$ cat src/rtl/pcl_pkg.sv
// package: constants, types and register map of the parallel loader
// Summary of operation
// - request low restarts; user mode pins high
// - status held low for power-on delay
// - complete low until configuration finished
// - clock still needed for two falls after completion; host drives it
// - width mode picks 8, 16, 32 lines
// - complete rises only after full image
// - loaded option drives init-complete output low
// - complete low within 600 ns of request
// - status low within 600 ns of request
// - status low 268 us min, 1506 max
// - status rises within 1506 us, may stretch
// - one word per rising configuration clock edge
// - internal oscillator init: 175 to 437 us
// - user clock init: 4 periods plus 8576
// - timing assumes no decompression or security
package pcl_pkg;
   // clock and time figures
   localparam int CLK_HZ = 20_000_000;
   localparam int CLK_NS = 1_000_000_000 / CLK_HZ;
   localparam int T_CF2CD_NS = 600;
   localparam int T_CF2ST0_NS = 600;
   localparam int T_STATUS_MIN_US = 268;
   localparam int T_STATUS_MAX_US = 1506;
   localparam int T_CD2UM_US = 175;
   localparam int T_CONFIG_CLOCK_MAX_NS = 10;
   localparam int CD2CU_PERIODS = 4;
   localparam int USR_PERIODS = 8576;
   localparam int INIT_FALLS = 2;
   // derived cycle counts: least times round up, longest round down
   localparam int CF2CD_CYC = T_CF2CD_NS / CLK_NS;
   localparam int CF2ST0_CYC = T_CF2ST0_NS / CLK_NS;
   localparam int STATUS_MIN_CYC =
      (T_STATUS_MIN_US * 1000 + CLK_NS - 1) / CLK_NS;
   localparam int STATUS_MAX_CYC = T_STATUS_MAX_US * 1000 / CLK_NS;
   localparam int CD2UM_CYC = (T_CD2UM_US * 1000 + CLK_NS - 1) / CLK_NS;
   localparam int CD2CU_RAW =
      (CD2CU_PERIODS * T_CONFIG_CLOCK_MAX_NS + CLK_NS - 1) / CLK_NS;
   localparam int CD2CU_CYC = (CD2CU_RAW < 1) ? 1 : CD2CU_RAW;
   localparam int TMR_W = 16;
   // register byte offsets on the bus
   localparam logic [7:0] REG_CTRL = 8'h00;
   localparam logic [7:0] REG_LENGTH = 8'h04;
   localparam logic [7:0] REG_STATUS = 8'h08;
   localparam logic [7:0] REG_COUNT = 8'h0c;
   localparam logic [7:0] REG_LAST = 8'h10;
   // header word option bits
   localparam int HDR_INIT_BIT = 0;
   localparam int HDR_UCLK_BIT = 1;
   localparam logic [31:0] LENGTH_RST = 32'h0000_0000;
   // sync vector layout
   localparam int SY_DATA = 0;
   localparam int SY_REQ = 32;
   localparam int SY_CONFIG_CLOCK = 33;
   localparam int SY_STAT = 34;
   localparam int SY_UCLK = 35;
   localparam int SY_W = 36;
   localparam logic [SY_W-1:0] SY_RST = 36'h5_0000_0000;

   typedef enum logic [1:0] {
      PCL_W8 = 2'b00,
      PCL_W16 = 2'b01,
      PCL_W32 = 2'b10
   } pcl_width_t;

   typedef enum logic [3:0] {
      PCL_POR = 4'b0000,
      PCL_CFG_RESET = 4'b0001,
      PCL_WAIT_ST = 4'b0010,
      PCL_LOAD = 4'b0011,
      PCL_EDGES = 4'b0100,
      PCL_CU = 4'b0101,
      PCL_INIT = 4'b0110,
      PCL_USER = 4'b0111
   } pcl_state_t;

   // software settings that travel together
   typedef struct packed {
      pcl_width_t width;
      logic [31:0] length;
   } pcl_ctrl_t;

   // open-drain pin drive set
   typedef struct packed {
      logic status_oe_n;
      logic complete_oe_n;
      logic init_oe_n;
      logic user_io;
   } pcl_pins_t;
endpackage

$ cat src/rtl/pcl_sync.sv
// three-flop pin synchroniser with agreement filter
`timescale 1ns/1ps
module pcl_sync #(
   parameter int W = 1,
   parameter logic [W-1:0] RST = '0
) (
   // clock and reset
   input logic hclk,
   input logic hresetn,
   // pins in, filtered level out
   input logic [W-1:0] d,
   output logic [W-1:0] q
);
   typedef struct packed {
      logic [W-1:0] s1;
      logic [W-1:0] s2;
      logic [W-1:0] s3;
      logic [W-1:0] q;
   } pcl_sync_s_t;
   pcl_sync_s_t s_q, s_d;

   // a bit changes only once stages two and three agree
   always_comb begin
      s_d.s1 = d;
      s_d.s2 = s_q.s1;
      s_d.s3 = s_q.s2;
      s_d.q = (s_q.s2 & ~(s_q.s2 ^ s_q.s3)) | (s_q.q & (s_q.s2 ^ s_q.s3));
   end

   always_ff @(posedge hclk or negedge hresetn) begin
      if (!hresetn) begin
         s_q <= {RST, RST, RST, RST};
      end else begin
         s_q <= s_d;
      end
   end

   assign q = s_q.q;
endmodule // pcl_sync

$ cat src/rtl/pcl_timer.sv
// loadable down counter with a tick enable
`timescale 1ns/1ps
module pcl_timer #(
   parameter int W = 16,
   parameter logic [W-1:0] RST = '0
) (
   // clock and reset
   input logic hclk,
   input logic hresetn,
   // control
   input logic load,
   input logic [W-1:0] value,
   input logic tick,
   // status
   output logic done
);
   typedef struct packed {
      logic [W-1:0] cnt;
   } pcl_timer_s_t;
   pcl_timer_s_t s_q, s_d;

   // load wins over the tick so a restart is never lost
   always_comb begin
      s_d = s_q;
      if (load) begin
         s_d.cnt = value;
      end else if (tick && s_q.cnt != '0) begin
         s_d.cnt = s_q.cnt - 1'b1;
      end
   end

   always_ff @(posedge hclk or negedge hresetn) begin
      if (!hresetn) begin
         s_q <= RST;
      end else begin
         s_q <= s_d;
      end
   end

   assign done = (s_q.cnt == '0);
endmodule // pcl_timer

$ cat src/rtl/pcl_top.sv
// fast passive parallel loader, one word per clock, with bus registers
`timescale 1ns/1ps
module pcl_top #(
   parameter int STATUS_MIN = pcl_pkg::STATUS_MIN_CYC,
   parameter int POR_CYC = pcl_pkg::STATUS_MIN_CYC,
   parameter int USR_CNT = pcl_pkg::USR_PERIODS
) (
   // clock and reset
   input logic hclk,
   input logic hresetn,
   // ahb-lite slave
   input logic hsel,
   input logic [31:0] haddr,
   input logic [1:0] htrans,
   input logic hwrite,
   input logic [2:0] hsize,
   input logic [31:0] hwdata,
   input logic hready,
   output logic hreadyout,
   output logic [31:0] hrdata,
   output logic hresp,
   // configuration link pins
   input logic config_request_n,
   input logic config_clock,
   input logic [31:0] config_data,
   input logic user_clock,
   // open-drain status pin
   input logic status_in,
   output logic status_out,
   output logic status_oe_n,
   // open-drain completion pins
   output logic complete_out,
   output logic complete_oe_n,
   output logic init_done_out,
   output logic init_done_oe_n,
   // data lines handed to user logic
   output logic user_io_en
);
   import pcl_pkg::*;

   typedef struct packed {
      pcl_state_t st;
      logic config_clock_q;
      logic uclk_q;
      logic req_q;
      pcl_pins_t pins;
      logic hdr_seen;
      logic opt_init;
      logic opt_uclk;
      logic [1:0] falls;
      logic [31:0] count;
      logic [31:0] last;
      pcl_ctrl_t ctrl;
      logic wr_pend;
      logic [7:0] waddr;
      logic [31:0] rdata;
   } pcl_top_s_t;

   localparam pcl_top_s_t S_RST = '{
      st: PCL_POR, config_clock_q: 1'b0, uclk_q: 1'b0, req_q: 1'b1,
      pins: '{status_oe_n: 1'b0, complete_oe_n: 1'b0,
              init_oe_n: 1'b1, user_io: 1'b0},
      hdr_seen: 1'b0, opt_init: 1'b0, opt_uclk: 1'b0, falls: 2'h0,
      count: 32'h0000_0000, last: 32'h0000_0000,
      ctrl: '{width: PCL_W8, length: LENGTH_RST},
      wr_pend: 1'b0, waddr: 8'h00, rdata: 32'h0000_0000};

   pcl_top_s_t s_q, s_d;
   logic [SY_W-1:0] sy;
   logic req_s, config_clock_s, stat_s, uclk_s;
   logic [31:0] data_s;
   logic st_load, st_done, in_load, in_done, in_tick;
   logic [TMR_W-1:0] st_val, in_val;
   logic acc, req_fall, config_clock_rise, config_clock_fall, uclk_rise;

   // keep only the lines of the selected width
   function automatic logic [31:0] mask_word(pcl_width_t w,
                                             logic [31:0] d);
      case (w)
         PCL_W8: mask_word = {24'h00_0000, d[7:0]};
         PCL_W16: mask_word = {16'h0000, d[15:0]};
         default: mask_word = d;
      endcase
   endfunction

   // all pins cross through one filtered synchroniser
   pcl_sync #(
      .W(SY_W),
      .RST(SY_RST)
   ) u_sync (
      .hclk(hclk),
      .hresetn(hresetn),
      .d({user_clock, status_in, config_clock, config_request_n,
          config_data}),
      .q(sy)
   );

   assign data_s = sy[SY_DATA +: 32];
   assign req_s = sy[SY_REQ];
   assign config_clock_s = sy[SY_CONFIG_CLOCK];
   assign stat_s = sy[SY_STAT];
   assign uclk_s = sy[SY_UCLK];

   // status low-time timer, loaded with the power-on delay at reset
   pcl_timer #(
      .W(TMR_W),
      .RST(TMR_W'(POR_CYC))
   ) u_status_tmr (
      .hclk(hclk),
      .hresetn(hresetn),
      .load(st_load),
      .value(st_val),
      .tick(1'b1),
      .done(st_done)
   );

   // initialisation timer, ticks on hclk or on user clock edges
   pcl_timer #(
      .W(TMR_W),
      .RST('0)
   ) u_init_tmr (
      .hclk(hclk),
      .hresetn(hresetn),
      .load(in_load),
      .value(in_val),
      .tick(in_tick),
      .done(in_done)
   );

   // edges found on the filtered levels
   assign req_fall = s_q.req_q & ~req_s;
   assign config_clock_rise = config_clock_s & ~s_q.config_clock_q;
   assign config_clock_fall = ~config_clock_s & s_q.config_clock_q;
   assign uclk_rise = uclk_s & ~s_q.uclk_q;
   assign acc = hsel & htrans[1] & hready;

   // next state of the loader and the register file
   always_comb begin
      s_d = s_q;
      st_load = 1'b0;
      st_val = TMR_W'(STATUS_MIN);
      in_load = 1'b0;
      in_val = TMR_W'(CD2UM_CYC);
      in_tick = 1'b1;
      s_d.config_clock_q = config_clock_s;
      s_d.uclk_q = uclk_s;
      s_d.req_q = req_s;
      // bus address phase; zero wait states so reads are staged now
      s_d.wr_pend = acc & hwrite;
      s_d.waddr = haddr[7:0];
      if (acc && !hwrite) begin
         case (haddr[7:0])
            REG_CTRL: s_d.rdata = {30'h0, s_q.ctrl.width};
            REG_LENGTH: s_d.rdata = s_q.ctrl.length;
            REG_STATUS: s_d.rdata = {20'h0, s_q.falls, s_q.opt_uclk,
                                     s_q.opt_init, s_q.pins, s_q.st};
            REG_COUNT: s_d.rdata = s_q.count;
            REG_LAST: s_d.rdata = s_q.last;
            default: s_d.rdata = 32'h0000_0000;
         endcase
      end
      // bus data phase writes; an unknown width code falls back to 32
      if (s_q.wr_pend) begin
         case (s_q.waddr)
            REG_CTRL: begin
               case (hwdata[1:0])
                  PCL_W8: s_d.ctrl.width = PCL_W8;
                  PCL_W16: s_d.ctrl.width = PCL_W16;
                  default: s_d.ctrl.width = PCL_W32;
               endcase
            end
            REG_LENGTH: s_d.ctrl.length = hwdata;
            default: ;
         endcase
      end
      case (s_q.st)
         // power-on: status low for the power-on delay
         PCL_POR: begin
            s_d.pins.status_oe_n = 1'b0;
            s_d.pins.complete_oe_n = 1'b0;
            if (st_done) begin
               if (req_s) begin
                  s_d.pins.status_oe_n = 1'b1;
                  s_d.st = PCL_WAIT_ST;
               end else begin
                  st_load = 1'b1;
                  s_d.st = PCL_CFG_RESET;
               end
            end
         end
         // reset cycle; status released only after the least low time
         PCL_CFG_RESET: begin
            if (req_s && st_done) begin
               s_d.pins.status_oe_n = 1'b1;
               s_d.st = PCL_WAIT_ST;
            end
         end
         // another party may hold status low to postpone loading
         PCL_WAIT_ST: begin
            if (stat_s) begin
               s_d.st = PCL_LOAD;
            end
         end
         // one word per rising clock edge while status is high
         PCL_LOAD: begin
            if (config_clock_rise && stat_s) begin
               s_d.last = mask_word(s_q.ctrl.width, data_s);
               s_d.count = s_q.count + 32'h0000_0001;
               if (!s_q.hdr_seen) begin
                  s_d.hdr_seen = 1'b1;
                  s_d.opt_init = data_s[HDR_INIT_BIT];
                  s_d.opt_uclk = data_s[HDR_UCLK_BIT];
               end
               if (s_q.count + 32'h0000_0001 == s_q.ctrl.length) begin
                  s_d.pins.complete_oe_n = 1'b1;
                  s_d.falls = 2'h0;
                  s_d.st = PCL_EDGES;
               end
            end
            if (s_q.hdr_seen && s_q.opt_init) begin
               s_d.pins.init_oe_n = 1'b0;
            end
         end
         // wait for the two extra falling edges, then drop the clock
         PCL_EDGES: begin
            if (config_clock_fall) begin
               s_d.falls = s_q.falls + 2'h1;
               if (s_q.falls + 2'h1 == 2'(INIT_FALLS)) begin
                  in_load = 1'b1;
                  if (s_q.opt_uclk) begin
                     in_val = TMR_W'(CD2CU_CYC);
                     s_d.st = PCL_CU;
                  end else begin
                     in_val = TMR_W'(CD2UM_CYC);
                     s_d.st = PCL_INIT;
                  end
               end
            end
         end
         // user clock not enabled until the least gap has passed
         PCL_CU: begin
            if (in_done) begin
               in_load = 1'b1;
               in_val = TMR_W'(USR_CNT);
               s_d.st = PCL_INIT;
            end
         end
         // init count runs on user clock edges when that option is on
         PCL_INIT: begin
            in_tick = s_q.opt_uclk ? uclk_rise : 1'b1;
            if (in_done) begin
               s_d.pins.init_oe_n = 1'b1;
               s_d.pins.user_io = 1'b1;
               s_d.st = PCL_USER;
            end
         end
         // user mode: config clock and data are ignored
         PCL_USER: ;
         default: s_d.st = PCL_POR;
      endcase
      // a falling request restarts from anywhere after power-on
      if (req_fall && s_q.st != PCL_POR) begin
         st_load = 1'b1;
         s_d.st = PCL_CFG_RESET;
         s_d.pins.status_oe_n = 1'b0;
         s_d.pins.complete_oe_n = 1'b0;
         s_d.pins.init_oe_n = 1'b1;
         s_d.pins.user_io = 1'b0;
         s_d.count = 32'h0000_0000;
         s_d.hdr_seen = 1'b0;
         s_d.opt_init = 1'b0;
         s_d.opt_uclk = 1'b0;
      end
   end

   always_ff @(posedge hclk or negedge hresetn) begin
      if (!hresetn) begin
         s_q <= S_RST;
      end else begin
         s_q <= s_d;
      end
   end

   // outputs; open-drain pins only ever pull low
   assign hreadyout = 1'b1;
   assign hresp = 1'b0;
   assign hrdata = s_q.rdata;
   assign status_out = 1'b0;
   assign complete_out = 1'b0;
   assign init_done_out = 1'b0;
   assign status_oe_n = s_q.pins.status_oe_n;
   assign complete_oe_n = s_q.pins.complete_oe_n;
   assign init_done_oe_n = s_q.pins.init_oe_n;
   assign user_io_en = s_q.pins.user_io;

   // helper: cycles the status pin has been driven low
   localparam int A_CF = CF2CD_CYC;
   localparam int A_ST = CF2ST0_CYC;
   logic [TMR_W:0] low_cnt_q;
   always_ff @(posedge hclk or negedge hresetn) begin
      if (!hresetn) begin
         low_cnt_q <= '0;
      end else if (status_oe_n) begin
         low_cnt_q <= '0;
      end else if (low_cnt_q != '1) begin
         low_cnt_q <= low_cnt_q + 1'b1;
      end
   end

   property p_req_complete;
      @(posedge hclk) disable iff (!hresetn)
      $fell(req_s) && s_q.st != PCL_POR |-> ##[1:A_CF] !complete_oe_n;
   endproperty
   a_req_complete: assert property (p_req_complete)
      else $error("complete not low after request");

   property p_req_status;
      @(posedge hclk) disable iff (!hresetn)
      $fell(req_s) && s_q.st != PCL_POR |-> ##[1:A_ST] !status_oe_n;
   endproperty
   a_req_status: assert property (p_req_status)
      else $error("status not low after request");

   property p_status_min;
      @(posedge hclk) disable iff (!hresetn)
      $rose(status_oe_n) && $past(s_q.st) == PCL_CFG_RESET
         |-> $past(low_cnt_q) >= (TMR_W+1)'(STATUS_MIN);
   endproperty
   a_status_min: assert property (p_status_min)
      else $error("status low pulse too short");

   property p_loading_complete_low;
      @(posedge hclk) disable iff (!hresetn)
      s_q.st inside {PCL_POR, PCL_CFG_RESET, PCL_WAIT_ST, PCL_LOAD}
         |-> !complete_oe_n;
   endproperty
   a_loading_complete_low: assert property (p_loading_complete_low)
      else $error("complete released during loading");

   property p_complete_full;
      @(posedge hclk) disable iff (!hresetn)
      $rose(complete_oe_n) |-> s_q.count == s_q.ctrl.length
         && $past(config_clock_rise);
   endproperty
   a_complete_full: assert property (p_complete_full)
      else $error("complete before whole image");

   property p_word_window;
      @(posedge hclk) disable iff (!hresetn)
      s_q.count != $past(s_q.count) && s_q.count != '0
         |-> $past(s_q.st) == PCL_LOAD && $past(stat_s)
         && s_q.count == $past(s_q.count) + 32'h0000_0001;
   endproperty
   a_word_window: assert property (p_word_window)
      else $error("word taken outside loading window");

   property p_init_option;
      @(posedge hclk) disable iff (!hresetn)
      s_q.st == PCL_LOAD && s_q.hdr_seen && s_q.opt_init
         |=> s_q.st != PCL_USER && !init_done_oe_n
         || s_q.st == PCL_CFG_RESET;
   endproperty
   a_init_option: assert property (p_init_option)
      else $error("init output not driven low");

   property p_user_mode;
      @(posedge hclk) disable iff (!hresetn)
      s_q.st == PCL_USER |-> status_oe_n && complete_oe_n
         && init_done_oe_n && user_io_en;
   endproperty
   a_user_mode: assert property (p_user_mode)
      else $error("user mode pins not released");

   property p_user_after_edges;
      @(posedge hclk) disable iff (!hresetn)
      $rose(user_io_en) |-> $past(s_q.st) == PCL_INIT
         && s_q.falls == 2'(INIT_FALLS);
   endproperty
   a_user_after_edges: assert property (p_user_after_edges)
      else $error("user mode without two falling edges");
endmodule // pcl_top

$ cat config.mk
export PLATFORM = sky130hd
export DESIGN_NAME = pcl_top
export DESIGN_NICKNAME = d
export VERILOG_FILES = /design/src/rtl/pcl_pkg.sv /design/src/rtl/pcl_sync.sv /design/src/rtl/pcl_timer.sv /design/src/rtl/pcl_top.sv
export SDC_FILE = /design/constraint.sdc
export NUM_CORES = 1
export LEC_CHECK = 0
export ABC_AREA = 1
export BUFFER_PORTS_ARGS = -buffer_cell sky130_fd_sc_hd__buf_4
export CORE_MARGIN = 2
export CORE_UTILIZATION = 50
export DETAILED_ROUTE_END_ITERATION = 10
export PLACE_DENSITY = 0.79
export REMOVE_ABC_BUFFERS = 1
export SYNTH_ARGS = -nofsm -noshare
export SYNTH_HDL_FRONTEND = slang
export SYNTH_SLANG_ARGS = --single-unit
$ cat constraint.sdc
create_clock -name hclk -period 2.16 [get_ports hclk]
set_input_delay 0 -clock hclk [delete_from_list [all_inputs] [get_ports hclk]]
set_output_delay 0 -clock hclk [all_outputs]
set_load 0.02 [all_outputs]
==> results of run 1 <==
-- how the worst max path moves through the flow --
stage                    from            end  slack (ns)  cells past startpoint
finish               s_q[107]       s_q[152]       -0.24                     18
global route         s_q[108]       s_q[151]       -0.38                     19
floorplan           flip-flop  complete_oe_n       -0.92                     11
CTS                  s_q[108]       s_q[151]       -0.22                     19
detailed placement   s_q[107]       s_q[151]       -0.34                     16
global placement     s_q[107]       s_q[151]       -0.23                     18
-- final cells by class --
| class | count | area, µm² | share of cell area (%) |
|---|---|---|---|
| timing repair buffer | 344 | 2905 | 15.15 |
| inverter | 189 | 715.7 | 3.731 |
| timing repair inverter | 1 | 7.507 | 0.03914 |
| sequential | 330 | 8285 | 43.20 |
| tap | 384 | 480.5 | 2.505 |
| clock buffer | 53 | 1086 | 5.662 |
| antenna | 1 | 2.502 | 0.01305 |
| clock inverter | 13 | 185.2 | 0.9655 |
| multi-input combinational | 985 | 5512 | 28.74 |
-- layer usage --
| layer | vias up | wire length (µm) | GRT usage, % |
|---|---|---|---|
| li1 | 5764 | - | - |
| met1 | 5937 | 16700 | 34.69 |
| met2 | 466 | 19300 | 43.42 |
| met3 | 88 | 2639 | 4.396 |
| met4 | 0 | 1158 | 9.722 |
| met5 | - | 0 | 0 |
-- placed cells by master (no fill, tap or decap), drive strengths merged, types with 14 or more instances in the layout --
cell and count:
mux2 32, a21oi 39, nor3 14, o21ai 101, nor2 142, buf 264
nand2 346, nand3 139, clkbuf 53, maj3 36, o22ai 52, dlygate4sd3 80
dfstp 16, inv 190, dfrtp 314
-- where the power goes --
| part | internal [mW] | total, mW | leakage, nW | switching [mW] |
|---|---|---|---|---|
| combinational | 1.34 | 3.40 | 4.35 | 2.06 |
| clock | 3.99 | 6.48 | 0.621 | 2.49 |
| sequential | 7.05 | 7.63 | 4.05 | 0.584 |
| total | 12.4 | 17.5 | 9.02 | 5.13 |
-- cells by family (layout without fill, tap and decap cells) --
group	count (synthesis)	count (layout)	share of synthesized area, %
adders and majority gates	41	41	2.908
buffers and inverters	259	600	7.692
and+or+nand+nor	675	675	20.51
AOI/OAI and AO/OA	221	221	8.673
other	2	6	0.05165
xor gates and xnor gates	11	11	0.7572
DFF	330	330	56.93
muxes	32	32	2.478
-- critical path, cell delays in order, from the launching register on --
cell and delay (ns):
dfrtp_2 0.42, ha_4 0.17, nand2_4 0.07, nor2_8 0.19, nand2_8 0.10, nor2_4 0.19, nand2_1 0.09, nand2_2 0.08
nand2_2 0.06, nand2_2 0.07, nand2_1 0.05, nor2_1 0.12, nand2_1 0.09, nor2_2 0.11, nand3_2 0.14, nand2_4 0.13
nand2_4 0.07, nand2_2 0.07, nand2_1 0.05
-- timing repair --
action,CTS,global route
endpoints found under the hold margin,397,0
hold buffers,80,0
pin swaps,10,54
buffers inserted,3,19
gates cloned,0,1
setup endpoints to repair,6,59
gates resized for setup,15,112
==> results.json, run 1 <==
{
  "relSlewSlack_pct": 29.11,
  "io_pins": 151,
  "fin_crit_ns": 2.398,
  "cts-root-buf": "clkbuf_16",
  "synth_edf_count": 0,
  "initial_core_util_pct": 50.66,
  "firstDrtPassIters": 5,
  "ys_ff_latch": 330,
  "vias": 12260,
  "end_kind": "flip-flop",
  "coreArea_um2": 28700,
  "clock_latency_ns": 0.53,
  "fin_util_pct": 66.82,
  "die_y_um": 174.5,
  "post_drt_wl_per_cell_um": 17.30,
  "ys_seq_area_share_pct": 56.93,
  "clock_skew_ns": 0.01230,
  "rrSetupSlack_ns": -0.24,
  "viasPerCell": 5.328,
  "io_buffers": 117,
  "yosys-top-cells-area": "dfrtp_1, nand2_1, inv_1, nand3_1, o21ai_0",
  "rows": 62,
  "grt_max_degree": 94,
  "hp-class": "input pin to asynchronous set/reset pin",
  "drv_cap": 0,
  "cp-start-kind": "flip-flop",
  "r2r_start": "s_q[107]",
  "yosysMostFrequentCell": "nand2_1",
  "dp_cells": 2130,
  "htreeDepth": 2,
  "die_w_um": 174.5,
  "fmax_ghz": 0.4169,
  "synth_top_cell_by_area": "dfrtp_1",
  "n_fill_cell": 2211,
  "status": "finished with violations",
  "cts_buffer_depth": 3,
  "synth.top_cell.area_share_pct": 54.04,
  "grt_first_pass_wirelength_um": 63260,
  "place_congestion": 0.9663,
  "grt_pass1_vias": 12410,
  "tns_ns": -1.332,
  "crit_fanout": 6,
  "antenna_left": 0,
  "cts_buffers": 36,
  "async_flop_share_pct": 100.0,
  "rsz0062_at_grt": "yes",
  "instances_no_fill": 2300,
  "synthTopCellsByCount": "nand2_1, dfrtp_1, inv_1, nand3_1, nor2_1",
  "syn-instance-count": 1571,
  "whs_ns": 0.09119,
  "fin_crit_sh_pct": 111.0,
  "p_per_area_nw_per_um2": 913.0,
  "finalMaxSlewViolations": 0,
  "synth.distinct_cells": 50,
  "area_growth_pct": 31.90,
  "post-dp-hpwl_um": 26990,
  "hold_viol": 0,
  "drt_iter0_drc": 1026,
  "pre_cts_ws_ns": -0.3369,
  "syn_avg_cell_area_um2": 9.256,
  "wirelength_um": 39800,
  "crit_type": "flip-flop to flip-flop",
  "r2r_end": "s_q[152]",
  "antenna_found_initial": 0,
  "cp.required_ns": 2.57,
  "worst_pin_slew_ns": 1.060,
  "fin_area_um2": 19180,
  "r2r_cells": 18,
  "tritoncts": "built",
  "peakVddDrop_mv": 0.9427,
  "clk_pin_slew_ns": 0.06,
  "cts.sinks": 330,
  "drc": 0,
  "post_dp_cell_area_um2": 16530,
  "violations": "negative setup slack",
  "setup_viol": 6,
  "fin_ws_ns": -0.2384,
  "power.leakage_nw": 9.025,
  "syn_area_um2": 14540,
  "drive_gt1_share_pct": 26.53,
  "die_area_um2": 30460,
  "final_nets": 2002,
  "arrival_ns": 2.81,
  "synth-main-ff-cell": "dfrtp_1",
  "gr-total-overflow": 0,
  "ys_warn_count": 0,
  "track_usage_pct": 26.13,
  "p_total_mw": 17.51
}
No activity file was read; power rests on OpenSTA's default activity.
==> run 2: changes to the inputs <==
- GPL_TIMING_DRIVEN: not set -> 0
- SYNTH_HIERARCHICAL: not set -> 1
==> run 2 against run 1 <==
Net effect: the run still ends with negative setup slack left; critical path type unchanged; sequential share of layout area fell by 2.1 points; wire length is 7.3% higher; core utilization shrank 0.87 points; largest cell class unchanged; final area up 5.2%; fmax is 5.8% lower; count of clock-buffer cells in the layout fell by 11; register-to-register slack worse by 0.15 ns; flip-flop and latch count stayed put; sequential power shrank 9.8%.
==> results.json, run 2 <==
{
  "antenna_left": 0,
  "wirelength_um": 42700,
  "grt_max_degree": 108,
  "drc": 0,
  "routed-wl-met2_um": 20630,
  "hold_viol": 0,
  "area_growth_pct": 29.99,
  "die_area_um2": 32470,
  "ys_warn_count": 6,
  "post_dp_cell_area_um2": 16420,
  "dp_cells": 2218,
  "grt_pass1_vias": 13210,
  "die_y_um": 180.2,
  "finalMaxSlewViolations": 0,
  "drt_iter0_drc": 1268,
  "firstDrtPassIters": 8,
  "fin_crit_sh_pct": 117.9,
  "gr-total-overflow": 0,
  "io_pins": 151,
  "fin_area_um2": 20180,
  "slowest_delay_ns": 0.44,
  "clk_pin_slew_ns": 0.06,
  "ys_ff_latch": 330,
  "crit_path_cell_trace": "buf_6 > nand2_4 > nor2_4 > nand2_4 > nor2_4 > buf_4 > buf_4 > nand2_2 > nand3_2 > nand2_2 > nand2_1 > nor2_1 > nand2_1 > nor2_2 > nand4_1 > nand2_2 > nand2_2 > nand2_2 > nand2_1",
  "synth.distinct_cells": 53,
  "final_common_cell": "nand2_1",
  "final_nets": 2159,
  "die_w_um": 180.2,
  "synth_edf_count": 0,
  "p_per_area_nw_per_um2": 721.0,
  "grt_first_pass_wirelength_um": 66660,
  "cts_buffer_depth": 3,
  "setup_viol": 39,
  "violations": "negative setup slack",
  "cp_slowest_cell": "dfrtp_2",
  "hp-class": "input pin to asynchronous set/reset pin",
  "end_kind": "flip-flop",
  "track_usage_pct": 25.23,
  "relSlewSlack_pct": 32.19,
  "fin_util_pct": 65.96,
  "io_buffers": 117,
  "diodes": 0,
  "power.leakage_nw": 9.462,
  "worst_pin_slew_ns": 1.015,
  "fmax_ghz": 0.3927,
  "cts_buffers": 35,
  "met1_length_um": 17400,
  "cp.required_ns": 2.57,
  "syn_area_um2": 15520,
  "fin_ws_ns": -0.3863,
  "peakVddDrop_mv": 0.6733,
  "initial_core_util_pct": 50.74,
  "yosysMostFrequentCell": "nand2_1",
  "cts-root-buf": "clkbuf_16",
  "cpMostUsedCell": "nand2_2",
  "top_layer_used": "met4",
  "antenna_found_initial": 0,
  "place_congestion": 0.9147,
  "clock_latency_ns": 0.53,
  "final_cell_mix": "nand2_1, dfrtp_1, buf_4",
  "drive_gt1_share_pct": 28.30,
  "post-dp-hpwl_um": 25520,
  "synth_top_cell_by_area": "dfrtp_1",
  "async_flop_share_pct": 100.0,
  "ys_seq_area_share_pct": 53.33,
  "synthTopCellsByCount": "nand2_1, dfrtp_1, inv_1, nand3_1, nor2_1",
  "rows": 64,
  "syn-instance-count": 1784,
  "synth-main-ff-cell": "dfrtp_1",
  "arrival_ns": 2.96,
  "rsz0062_at_grt": "yes",
  "cp-start-kind": "flip-flop",
  "drv_cap": 0,
  "htreeDepth": 2,
  "synth.top_cell.area_share_pct": 50.62,
  "yosys-top-cells-area": "dfrtp_1, nand2_1, nand3_1, inv_1, nor2_1",
  "fin_crit_ns": 2.546,
  "syn_avg_cell_area_um2": 8.700,
  "crit_type": "flip-flop to flip-flop",
  "post_drt_wl_per_cell_um": 17.31,
  "coreArea_um2": 30590,
  "cts.sinks": 330,
  "clock_skew_ns": 0.01567,
  "n_fill_cell": 2268,
  "tritoncts": "built",
  "crit_fanout": 6,
  "instances_no_fill": 2467,
  "route.met3.wl_um": 2911,
  "status": "finished with violations",
  "p_total_mw": 14.55,
  "vias": 13370,
  "viasPerCell": 5.418
}
run 2: changes by cell type after synthesis, sizes merged, moves of 5 or more:
cell	before	now
maj3	36	0
nor2	142	197
or2	2	10
nand4	13	6
buf	48	87
nor3	14	9
o22ai	52	39
nand2	346	453
inv	188	197
nand3	139	176
nand3b	11	5
a21oi	39	65
run 2: cell type report:
class / instances / area [µm²] / share of cell area, %
flip-flops and latches: 330 / 8299 / 41.13
multi-input cells: 1174 / 6649 / 32.96
repair buffers: 302 / 2740 / 13.58
clock buffers: 42 / 943.4 / 4.676
inverters: 198 / 794.5 / 3.938
well taps: 396 / 495.5 / 2.456
clock inverters: 21 / 206.4 / 1.023
repair inverters: 4 / 47.55 / 0.2357
run 2: power breakdown:
group	total, mW	internal (mW)	switching, mW
Combinational	1.64	0.727	0.914
Sequential	6.88	6.56	0.315
Clock	6.03	3.51	2.53
run 2: metrics by stage:
stage	setup TNS [ns]	setup slack [ns]	hold WS (ns)
after global routing	-11.32	-0.5022	0.09474
after global placement	-825.69	-2.605	0.1085
final	-6.130	-0.3863	0.07287
after detailed placement	-89.52	-1.272	-0.08963
after floorplan	-55.86	-1.005	-0.2956
after CTS	-19.80	-0.4169	0.01368
run 2: logic make-up after synthesis:
| family | Yosys count | share of synthesized area (%) |
|---|---|---|
| flip-flops | 330 | 53.33 |
| AO/OA/AOI/OAI | 227 | 8.432 |
| XOR/XNOR | 15 | 0.8465 |
| other | 2 | 0.04839 |
| buffers and inverters | 311 | 9.544 |
| adder cells (fa/ha/maj) | 4 | 0.3225 |
| multiplexers | 32 | 2.322 |
| AND/OR/NAND/NOR | 863 | 25.15 |
run 2: path summary, 6_finish.rpt:
check                          startpoint        endpoint  slack, ns  cells past startpoint
hold / removal                    hresetn         s_q[86]       0.07                      3
setup reg to reg                 s_q[108]        s_q[153]      -0.39                     19
max in group asynchronous         hresetn        s_q[114]       1.49                      3
setup / recovery                 s_q[108]        s_q[153]      -0.39                     19
min in group hclk                    hsel      hrdata[28]       0.08                      5
hold reg to reg            u_sync/s_d[98]  u_sync/s_d[62]       0.35                      0
run 2: critical path, delay by kind of cell, from the launching register on:
kind / cells / cell delay (ns)
DFF: 1 / 0.44
and+or+nand+nor: 16 / 1.57
buffers and inverters: 3 / 0.41
run 2: what timing repair did:
action	in CTS	in global routing
buffers inserted	59	36
hold buffers	84	0
cloned	7	1
pin swaps	64	49
endpoints found under the setup margin	121	120
gates resized for setup	150	101
endpoints found under the hold margin	396	0
run 2: metal layers:
| metal | up-vias | track usage, % |
|---|---|---|
| met5 | - | 0 |
| met4 | 0 | 10.23 |
| met3 | 146 | 4.062 |
| met2 | 595 | 42.17 |
| met1 | 6437 | 32.96 |
| li1 | 6188 | - |
